File: src/common/adcr_pkg.sv
// constants for the converter sequencing and serial readout block
package adcr_pkg;
  localparam int ADCR_WORD_BITS = 24;
  localparam int ADCR_CODE_BITS = 22;
  localparam int ADCR_OVH_POS = 22;
  localparam int ADCR_OVL_POS = 23;
  localparam int ADCR_SIGN_POS = 21;
  localparam int ADCR_SETTLE_PERIODS = 32;
  localparam int ADCR_FIRST_EXTRA_PERIODS = 144;
  localparam int ADCR_CONV_PERIODS = 8192;
  localparam int ADCR_CNT_W = 16;
  localparam logic [23:0] ADCR_WORD_RESET = 24'h000000;
  typedef enum logic [2:0] {
    ADCR_SHUTDOWN = 3'b000,
    ADCR_SETTLE   = 3'b001,
    ADCR_CONVERT  = 3'b010,
    ADCR_SLEEP    = 3'b011
  } adcr_state_t;
endpackage

File: src/hdl/adcr_core.sv
// conversion sequencing and 24-bit serial result readout of the converter
// Overview of operation
// - after power-up or shutdown exit, wait 32 oscillator periods before converting
// - single-conversion finish enters sleep automatically, analog still running
// - sleep only from single mode; select high then low restarts
// - result word is 24 bits: 22 code bits plus two overflow bits
// - with select low, ready pin high while busy, low when ready
// - ready pin undriven whenever select is high
// - bit 22 set when input exceeds reference minus one step
// - bit 23 set when input is below negative reference
// - bits 21..0 two's complement, sign at 21, msb first
// - both flags zero inside the nominal input range
// - code never saturates; on overflow bit 23 acts as sign
// - select falling in shutdown starts one full conversion
// - select rising mid-conversion: no further conversion, shutdown at end
// - select falling after a rise in same conversion starts nothing
// - single mode result read in sleep; select rise discards it
// - single mode: pin goes high after the 25th serial clock
// - select fall latches busy or ready; bits change on clock falls
// - select held low: next conversion starts, newest result kept
// - output buffer not updated until all 24 bits clocked out
// - select rise never shortens a conversion; shutdown follows, data lost
// - first conversion after shutdown gets 144 extra oscillator periods
// - ready event during a transfer shows only after the full word
`timescale 1ns/1ps
module adcr_core
  import adcr_pkg::*;
#(
  parameter int CONV_PERIODS = ADCR_CONV_PERIODS,
  parameter int SETTLE_PERIODS = ADCR_SETTLE_PERIODS,
  parameter int FIRST_EXTRA = ADCR_FIRST_EXTRA_PERIODS
) (
  input wire logic clk,
  input wire logic rst,
  input wire logic ce,
  input wire logic supply_ok,
  input wire logic osc_tick,
  input wire logic select_line_n,
  input wire logic serial_clk,
  input wire logic [21:0] filter_code,
  input wire logic filter_over_high,
  input wire logic filter_over_low,
  output logic data_out_ready_n,
  output logic data_out_oe,
  output logic converting,
  output logic sleeping,
  output logic word_valid
);

  logic [1:0] pins_s;
  logic supply_meta_r;
  logic supply_ok_r;
  logic sel_n_d_r;
  logic sclk_d_r;
  logic sel_fall;
  logic sel_rise;
  logic sclk_fall;
  logic core_rst;

  adcr_state_t state_r;
  logic [ADCR_CNT_W-1:0] cnt_r;
  logic first_r;
  logic single_r;
  logic conv_done;

  logic [23:0] result_r;
  logic result_ok_r;

  logic [23:0] shift_r;
  logic [4:0] bits_r;
  logic shifting_r;
  logic ready_pend_r;

  logic [23:0] new_word;

  // host pins cross into this domain before anything looks at them
  adcr_sync #(.WIDTH(2), .INIT(2'b11)) u_sync (
    .clk(clk),
    .rst(rst),
    .ce(ce),
    .d({select_line_n, serial_clk}),
    .q(pins_s)
  );

  // supply monitor level is also asynchronous
  always_ff @(posedge clk) begin
    if (rst) begin
      supply_meta_r <= 1'b0;
      supply_ok_r <= 1'b0;
    end else if (ce) begin
      supply_meta_r <= supply_ok;
      supply_ok_r <= supply_meta_r;
    end
  end

  assign core_rst = rst | ~supply_ok_r;

  always_ff @(posedge clk) begin
    if (rst) begin
      sel_n_d_r <= 1'b1;
      sclk_d_r <= 1'b1;
    end else if (ce) begin
      sel_n_d_r <= pins_s[1];
      sclk_d_r <= pins_s[0];
    end
  end

  // edge finders on synchronised levels; shared by select and clock
  function automatic logic fell_now(input logic prev, input logic cur);
    fell_now = prev & ~cur;
  endfunction

  function automatic logic rose_now(input logic prev, input logic cur);
    rose_now = ~prev & cur;
  endfunction

  assign sel_fall = fell_now(sel_n_d_r, pins_s[1]);
  assign sel_rise = rose_now(sel_n_d_r, pins_s[1]);
  assign sclk_fall = fell_now(sclk_d_r, pins_s[0]);

  function automatic logic [ADCR_CNT_W-1:0] cnt_w(input int n);
    cnt_w = ADCR_CNT_W'(n - 1);
  endfunction

  // overflow flags above the code; code passes unclamped
  assign new_word = {filter_over_low, filter_over_high, filter_code};

  assign conv_done = (state_r == ADCR_CONVERT) && osc_tick && (cnt_r == '0);

  // conversion sequencer in oscillator periods
  always_ff @(posedge clk) begin
    if (core_rst) begin
      state_r <= ADCR_SHUTDOWN;
      cnt_r <= '0;
    end else if (ce) begin
      case (state_r)
        ADCR_SHUTDOWN: begin
          // level start too, so select tied low from power-up runs continuously
          if (sel_fall || !pins_s[1]) begin
            state_r <= ADCR_SETTLE;
            cnt_r <= cnt_w(SETTLE_PERIODS);
          end
        end

        ADCR_SETTLE: begin
          if (osc_tick) begin
            if (cnt_r == '0) begin
              state_r <= ADCR_CONVERT;
              if (first_r) begin
                // first run after shutdown is longer
                cnt_r <= cnt_w(CONV_PERIODS + FIRST_EXTRA);
              end else begin
                cnt_r <= cnt_w(CONV_PERIODS);
              end
            end else begin
              cnt_r <= cnt_r - 1'b1;
            end
          end
        end

        ADCR_CONVERT: begin
          if (osc_tick) begin
            if (cnt_r == '0) begin
              if (single_r || sel_rise || pins_s[1]) begin
                if (pins_s[1]) begin
                  state_r <= ADCR_SHUTDOWN;
                end else begin
                  state_r <= ADCR_SLEEP;
                end
              end else begin
                cnt_r <= cnt_w(CONV_PERIODS);
              end
            end else begin
              cnt_r <= cnt_r - 1'b1;
            end
          end
        end

        ADCR_SLEEP: begin
          if (sel_rise) begin
            state_r <= ADCR_SHUTDOWN;
          end
        end

        default: state_r <= ADCR_SHUTDOWN;
      endcase
    end
  end

  // run flags: first run after shutdown, single once select has risen mid-run
  always_ff @(posedge clk) begin
    if (core_rst) begin
      first_r <= 1'b1;
      single_r <= 1'b0;
    end else if (ce) begin
      if (state_r == ADCR_SHUTDOWN) begin
        first_r <= 1'b1;
        single_r <= 1'b0;
      end else begin
        // settling counts as part of the run; a later fall cannot undo it
        if (sel_rise && state_r != ADCR_SLEEP) begin
          single_r <= 1'b1;
        end
        if (conv_done) begin
          first_r <= 1'b0;
        end
      end
    end
  end

  // result register; loaded at every conversion end, even while a word is being shifted
  always_ff @(posedge clk) begin
    if (core_rst) begin
      result_r <= ADCR_WORD_RESET;
    end else if (ce && conv_done) begin
      result_r <= new_word;
    end
  end

  always_ff @(posedge clk) begin
    if (core_rst) begin
      result_ok_r <= 1'b0;
    end else if (ce) begin
      if (state_r == ADCR_SHUTDOWN) begin
        result_ok_r <= 1'b0;
      end else if (conv_done) begin
        result_ok_r <= 1'b1;
      end
    end
  end

  // shift-out: first bit on the first clock fall, 25th fall ends the word
  always_ff @(posedge clk) begin
    if (core_rst) begin
      shift_r <= ADCR_WORD_RESET;
      bits_r <= '0;
      shifting_r <= 1'b0;
      ready_pend_r <= 1'b0;
    end else if (ce) begin
      if (pins_s[1] || state_r == ADCR_SHUTDOWN) begin
        shifting_r <= 1'b0;
        bits_r <= '0;
        ready_pend_r <= 1'b0;
      end else begin
        if (conv_done) begin
          ready_pend_r <= 1'b1;
        end
        if (sclk_fall) begin
          if (!shifting_r && ready_pend_r) begin
            shift_r <= result_r;
            shifting_r <= 1'b1;
            bits_r <= 5'd1;
            ready_pend_r <= conv_done;
          end else if (shifting_r && bits_r == 5'(ADCR_WORD_BITS)) begin
            shifting_r <= 1'b0;
            bits_r <= '0;
          end else if (shifting_r) begin
            shift_r <= {shift_r[22:0], 1'b0};
            bits_r <= bits_r + 5'd1;
          end
        end
      end
    end
  end

  // pin drive: tri-state when select high
  always_ff @(posedge clk) begin
    if (core_rst) begin
      data_out_oe <= 1'b0;
    end else if (ce) begin
      data_out_oe <= ~pins_s[1];
    end
  end

  // busy/ready or data bit while select low
  always_ff @(posedge clk) begin
    if (core_rst) begin
      data_out_ready_n <= 1'b1;
    end else if (ce) begin
      if (shifting_r) begin
        data_out_ready_n <= shift_r[23];
      end else begin
        // after a single word, the pin stays high in sleep
        data_out_ready_n <= ~ready_pend_r;
      end
    end
  end

  // status levels, registered so the outputs come straight from flops
  always_ff @(posedge clk) begin
    if (core_rst) begin
      converting <= 1'b0;
    end else if (ce) begin
      converting <= (state_r == ADCR_SETTLE) || (state_r == ADCR_CONVERT);
    end
  end

  always_ff @(posedge clk) begin
    if (core_rst) begin
      sleeping <= 1'b0;
    end else if (ce) begin
      sleeping <= (state_r == ADCR_SLEEP);
    end
  end

  always_ff @(posedge clk) begin
    if (core_rst) begin
      word_valid <= 1'b0;
    end else if (ce) begin
      word_valid <= result_ok_r;
    end
  end

endmodule

File: src/hdl/adcr_sync.sv
// two-flop synchroniser for pin inputs
`timescale 1ns/1ps
module adcr_sync #(
  parameter int WIDTH = 2,
  parameter logic [WIDTH-1:0] INIT = '1
) (
  input wire logic clk,
  input wire logic rst,
  input wire logic ce,
  input wire logic [WIDTH-1:0] d,
  output logic [WIDTH-1:0] q
);
  logic [WIDTH-1:0] meta_r;
  always_ff @(posedge clk) begin
    if (rst) begin
      meta_r <= INIT;
      q <= INIT;
    end else if (ce) begin
      meta_r <= d;
      q <= meta_r;
    end
  end
endmodule

File: config.mk
export PLATFORM = sky130hd
export DESIGN_NAME = adcr_core
export DESIGN_NICKNAME = d
export VERILOG_FILES = /design/src/common/adcr_pkg.sv /design/src/hdl/adcr_core.sv /design/src/hdl/adcr_sync.sv
export SDC_FILE = /design/constraint.sdc
export NUM_CORES = 1
export LEC_CHECK = 0
export BUFFER_PORTS_ARGS = -buffer_cell sky130_fd_sc_hd__buf_2
export CAP_MARGIN = 20
export CELL_PAD_IN_SITES_DETAIL_PLACEMENT = 0
export CELL_PAD_IN_SITES_GLOBAL_PLACEMENT = 2
export CORE_MARGIN = 4
export CORE_UTILIZATION = 37
export DETAILED_ROUTE_END_ITERATION = 10
export PLACE_DENSITY = 0.77
export SLEW_MARGIN = 20
export SYNTH_ARGS = -nofsm -noshare
export SYNTH_HDL_FRONTEND = slang
export SYNTH_SLANG_ARGS = --single-unit
File: constraint.sdc
create_clock -name clk -period 3.31 [get_ports clk]
set_clock_uncertainty 0.1 [all_clocks]
set_input_delay 0.331 -clock clk [delete_from_list [all_inputs] [get_ports clk]]
set_output_delay 0.331 -clock clk [all_outputs]
set_load 0.01 [all_outputs]
==> qor_table.md <==
| Group | Result | This run |
|---|---|---|
| power and ir drop | Leakage power | 1.521 nW |
| route | Routed vias | 3205 |
| synthesis | Number of flops mapped to enable cells by yosys | 0 |
| power and ir drop | Switching component of the power | 0.4592 mW |
| flow run | Max-cap viol count | 0 |
| worst setup path | Startpoint types | register |
| worst setup path | CP required | 3.47 ns |
| place | Post-DP Area | 4345 sq um |
| route | Wire per inst | 14.48 microns |
| synthesis | Xor-xnor portion of the synthesized cell area | 0.008568 |
| sta | Final period demand of the worst path | 2.712 ns |
| floorplan | I/O pins | 36 |
| route | Number of violations reported at the end of detailed-routing iteration 0 | 148 |
| synthesis | Area share of fa/ha/maj cells after synthesis | 0.02142 |
| sta | Max transition margin | 0.5390 |
| floorplan | Area of the core | 10840 sq um |
| route | Number of remaining DRC errors | 0 |
| floorplan | Std-Cell Rows | 38 |
| hold path | Worst hold path endpoint | supply_ok_r |
| finish | Filler instances | 1137 |
| place | Total instance count after detailed placement | 596 |
| worst setup path | Worst Path Max Fanout | 11 |
| finish | Final non-filler cell total | 612 |
| sta | Final critical-path setup slack | 0.5978 ns |
| finish | Most frequent standard cell in the layout excluding fill and tap cells | sky130_fd_sc_hd__dfxtp_1 |
| cts | Num Clock Sinks | 89 |
| synthesis | Fraction of registers with async set or reset after synthesis | 0 |
| grt | Antenna violations before repair | 0 |
| power and ir drop | Switching share of total power | 0.2388 |
| sta | Fin Hold WS | 0.1010 ns |
| grt | Gr ovfl total | 0 |
| power and ir drop | Combinational fraction of design power | 0.033 |
| sta | Setup violators final | 0 |
| sta | Unrepaired setup endpoints after global routing | false |
| sta | Transition time at the pin with the least slew margin | 0.6915 ns |
| floorplan | Width of the chip | 113.1 microns |
| hold path | Worst hold path startpoint | rst |
| synthesis | Fraction of the yosys area taken by sequential cells | 0.4357 |
| power and ir drop | Int Power | 1.464 mW |
| cts | Clk slew on worst S/H paths | 0.10 ns |
| worst setup path | Reg-to-reg setup timing slack | 0.60 ns |
| worst setup path | FF-to-FF End | cnt_r[2] |
| finish | Share of final-layout standard cells stronger than drive strength 1 | 0.1525 |
| synthesis | Unique cell type count in the Yosys netlist | 60 |
| cts | Number of buffers created by CTS | 9 |
| grt | Largest net degree at the start of global routing | 63 |
| synthesis | Number of cells produced by synthesis | 441 |
| power and ir drop | Worst VDD drop | 0.0002310 V |
| hold path | Path type of the worst min-delay path | in -> reg |
| worst setup path | Kind of critical path | reg -> reg |
| synthesis | Simple-gate share of the synthesized area | 0.1720 |
| floorplan | Overall die area | 12800 sq um |
| synthesis | Average cell area after synthesis | 9.272 sq um |
| sta | Sum of negative setup slack | 0 ns |
| route | Total iterations of the first detailed-routing run | 4 |
| worst setup path | Type of element capturing the critical path | register |
| cts | Post-CTS Hold Fix Bufs | 0 |
| synthesis | Syn_nets | 479 |
| power and ir drop | Clock group share of total power | 0.406 |
| finish | Final std cell area, no fill | 4548 sq um |
| cts | # H-tree levels | 3 |
| finish | Relative area change from synthesis to final layout | 11.23% |
| route | Post-Route WL | 8859 microns |
| place | Placement Setup Slack | 0.6134 ns |
| route | Number of routed nets with antenna violations | 0 |
| finish | Commonest cells after routing, fill and taps aside | 89 x sky130_fd_sc_hd__dfxtp_1, 68 x sky130_fd_sc_hd__nor2_1, 57 x sky130_fd_sc_hd__mux2i_1, 35 x sky130_fd_sc_hd__buf_2, 25 x sky130_fd_sc_hd__a211oi_1 |
| cts | CTS Buffer Depth | 2 |
| synthesis | Count of synthesis-stage warnings from yosys | 0 |
| grt | Wire length of the first global-routing pass | 14990 microns |
| synthesis | Main combinational cell family by area after synthesis | simple AND/OR/NAND/NOR gates |
| run status | Result of the run | finished, final reports clean |
| sta | Final number of hold-violating endpoints | 0 |
| grt | Number of global-route vias before repair | 3082 |
| sta | Share of the clock period used by the worst path after layout | 0.8194 |
| synthesis | Area fraction in compound gates after synthesis | 0.1720 |
| synthesis | Main synth FF type | sky130_fd_sc_hd__dfxtp_1 |
| worst setup path | Depth of the worst register-to-register path | 8 |
| floorplan | Effective utilization at floorplan | 0.3772 |
| finish | Net count of the finished layout | 505 |
| place | Weighted congestion at the end of routability-driven global placement | 0.7794 |
| place | Number of I/O port buffers | 35 |
| synthesis | Register bit count reported by yosys | 89 |
| cts | Setup repair bufs after CTS | 0 |
| cts | Root buffer cell | sky130_fd_sc_hd__clkbuf_8 |
| route | Vias per Instance | 5.237 |
| cts | Clock tree from TritonCTS | built |
| floorplan | Die height | 113.1 microns |
| worst setup path | Worst path arrival time | 2.87 ns |
| finish | Diode count | 0 |
| sta | Max-slew violation total from the final report | 0 |
| worst setup path | Reg-to-Reg Start | state_r[0] |
| power and ir drop | Total power divided by cell area | 422.8 nW/um^2 |
| place | Placed wire-length estimate after detailed placement | 5945 microns |
| sta | Max Clock Freq | 368.7 MHz |
| cts | Number of instances resized during post-cts repair | 0 |
| synthesis | Summed instance area of the synthesized netlist | 4089 sq um |
| power and ir drop | Sequential cell fraction of total power | 0.561 |
| synthesis | Multiplexer share of the synthesized area | 0.1395 |
| hold path | Cell depth of the worst min-delay path | 2 |
| cts | Worst skew pair latency | 0.36 ns |
| grt | Overall fraction of global-route tracks in use | 0.1441 |
## worst max-delay path by stage
stage	startpoint	endpoint	slack, ns
floorplan	state_r[0]	cnt_r[11]	0.99
global placement	state_r[0]	cnt_r[2]	0.70
detailed placement	state_r[0]	cnt_r[2]	0.61
CTS	state_r[0]	cnt_r[2]	0.61
global route	state_r[0]	cnt_r[2]	0.38
finish	state_r[0]	cnt_r[2]	0.60
## critical path, cell delays in order (launching register included)
cell	delay (ns)
sky130_fd_sc_hd__dfxtp_1	0.42
sky130_fd_sc_hd__inv_1	0.10
sky130_fd_sc_hd__ha_1	0.34
sky130_fd_sc_hd__nor2_1	0.42
sky130_fd_sc_hd__o211ai_1	0.29
sky130_fd_sc_hd__a21oi_2	0.36
sky130_fd_sc_hd__buf_4	0.24
sky130_fd_sc_hd__o21ai_0	0.09
sky130_fd_sc_hd__a32o_1	0.27
## layout make-up
cell class	instances	area, sq um	area share
clock buffers	10	127.6	0.02806
multi-input cells	313	2116	0.4652
clock inverters	6	75.07	0.01651
well taps	140	175.2	0.03851
flip-flops and latches	89	1782	0.3917
repair buffers	42	227.7	0.05007
inverters	12	45.04	0.009904
## kinds of logic (layout without fill, tap and decap cells)
| family | after synthesis | after routing |
|---|---|---|
| AOI/OAI and AO/OA | 100 | 100 |
| xor gates and xnor gates | 4 | 4 |
| adders and majority gates | 7 | 7 |
| buffers and inverters | 39 | 70 |
| DFF | 89 | 89 |
| muxes | 57 | 57 |
| and+or+nand+nor | 145 | 145 |
## per-stage QoR
step           power [mW]  utilization
6_report            1.923       0.4196
5_1_grt             2.004       0.4196
4_1_cts             1.957       0.4196
3_5_place_dp        1.168       0.4009
3_3_place_gp        1.168       0.4009
2_1_floorplan       1.137            -
## Yosys cell counts (3+ instances only)
master	instances	area share
sky130_fd_sc_hd__a31oi_1	5	0.0076
sky130_fd_sc_hd__nand4_1	7	0.011
sky130_fd_sc_hd__a32o_1	4	0.0098
sky130_fd_sc_hd__xnor2_1	3	0.0064
sky130_fd_sc_hd__buf_1	5	0.0046
sky130_fd_sc_hd__nand2_1	22	0.020
sky130_fd_sc_hd__a21boi_0	3	0.0055
sky130_fd_sc_hd__or3_1	4	0.0061
sky130_fd_sc_hd__a211oi_1	25	0.046
sky130_fd_sc_hd__a21oi_1	15	0.018
sky130_fd_sc_hd__ha_1	7	0.021
sky130_fd_sc_hd__buf_2	4	0.0049
sky130_fd_sc_hd__and2_1	4	0.0061
sky130_fd_sc_hd__clkbuf_1	12	0.011
sky130_fd_sc_hd__nand3_1	8	0.0098
sky130_fd_sc_hd__nand2b_1	5	0.0076
sky130_fd_sc_hd__o21ai_0	17	0.021
sky130_fd_sc_hd__mux2i_1	57	0.14
sky130_fd_sc_hd__inv_1	12	0.011
sky130_fd_sc_hd__o211ai_1	3	0.0055
sky130_fd_sc_hd__nor2_1	68	0.062
sky130_fd_sc_hd__nor4_1	3	0.0046
sky130_fd_sc_hd__o21a_1	3	0.0055
sky130_fd_sc_hd__buf_6	3	0.0083
sky130_fd_sc_hd__dfxtp_1	89	0.44
sky130_fd_sc_hd__o31ai_1	3	0.0055
sky130_fd_sc_hd__nor3_1	9	0.011
## state kept, by name, indices dropped and copies added (netlist names), 2 cells and up
signal,cells
bits_r,5
state_r,2
cnt_r,16
u_sync.meta_r,2
result_r,24
u_sync.q,2
shift_r,24
## layer usage
layer	share of wire	global-route usage
met4	0.0082	0.04247
met2	0.45	0.2318
met5	0	0
met1	0.50	0.1881
met3	0.042	0.04171
## power by group through the flow
stage	clock [mW]	combinational (mW)	sequential (mW)
2_1_floorplan	0	0.0345	1.10
3_3_place_gp	0	0.0638	1.10
3_5_place_dp	0	0.0639	1.10
4_1_cts	0.814	0.0639	1.08
5_1_grt	0.854	0.0703	1.08
6_report	0.781	0.0628	1.08
Note: power is estimated with default switching activity, not from simulation.
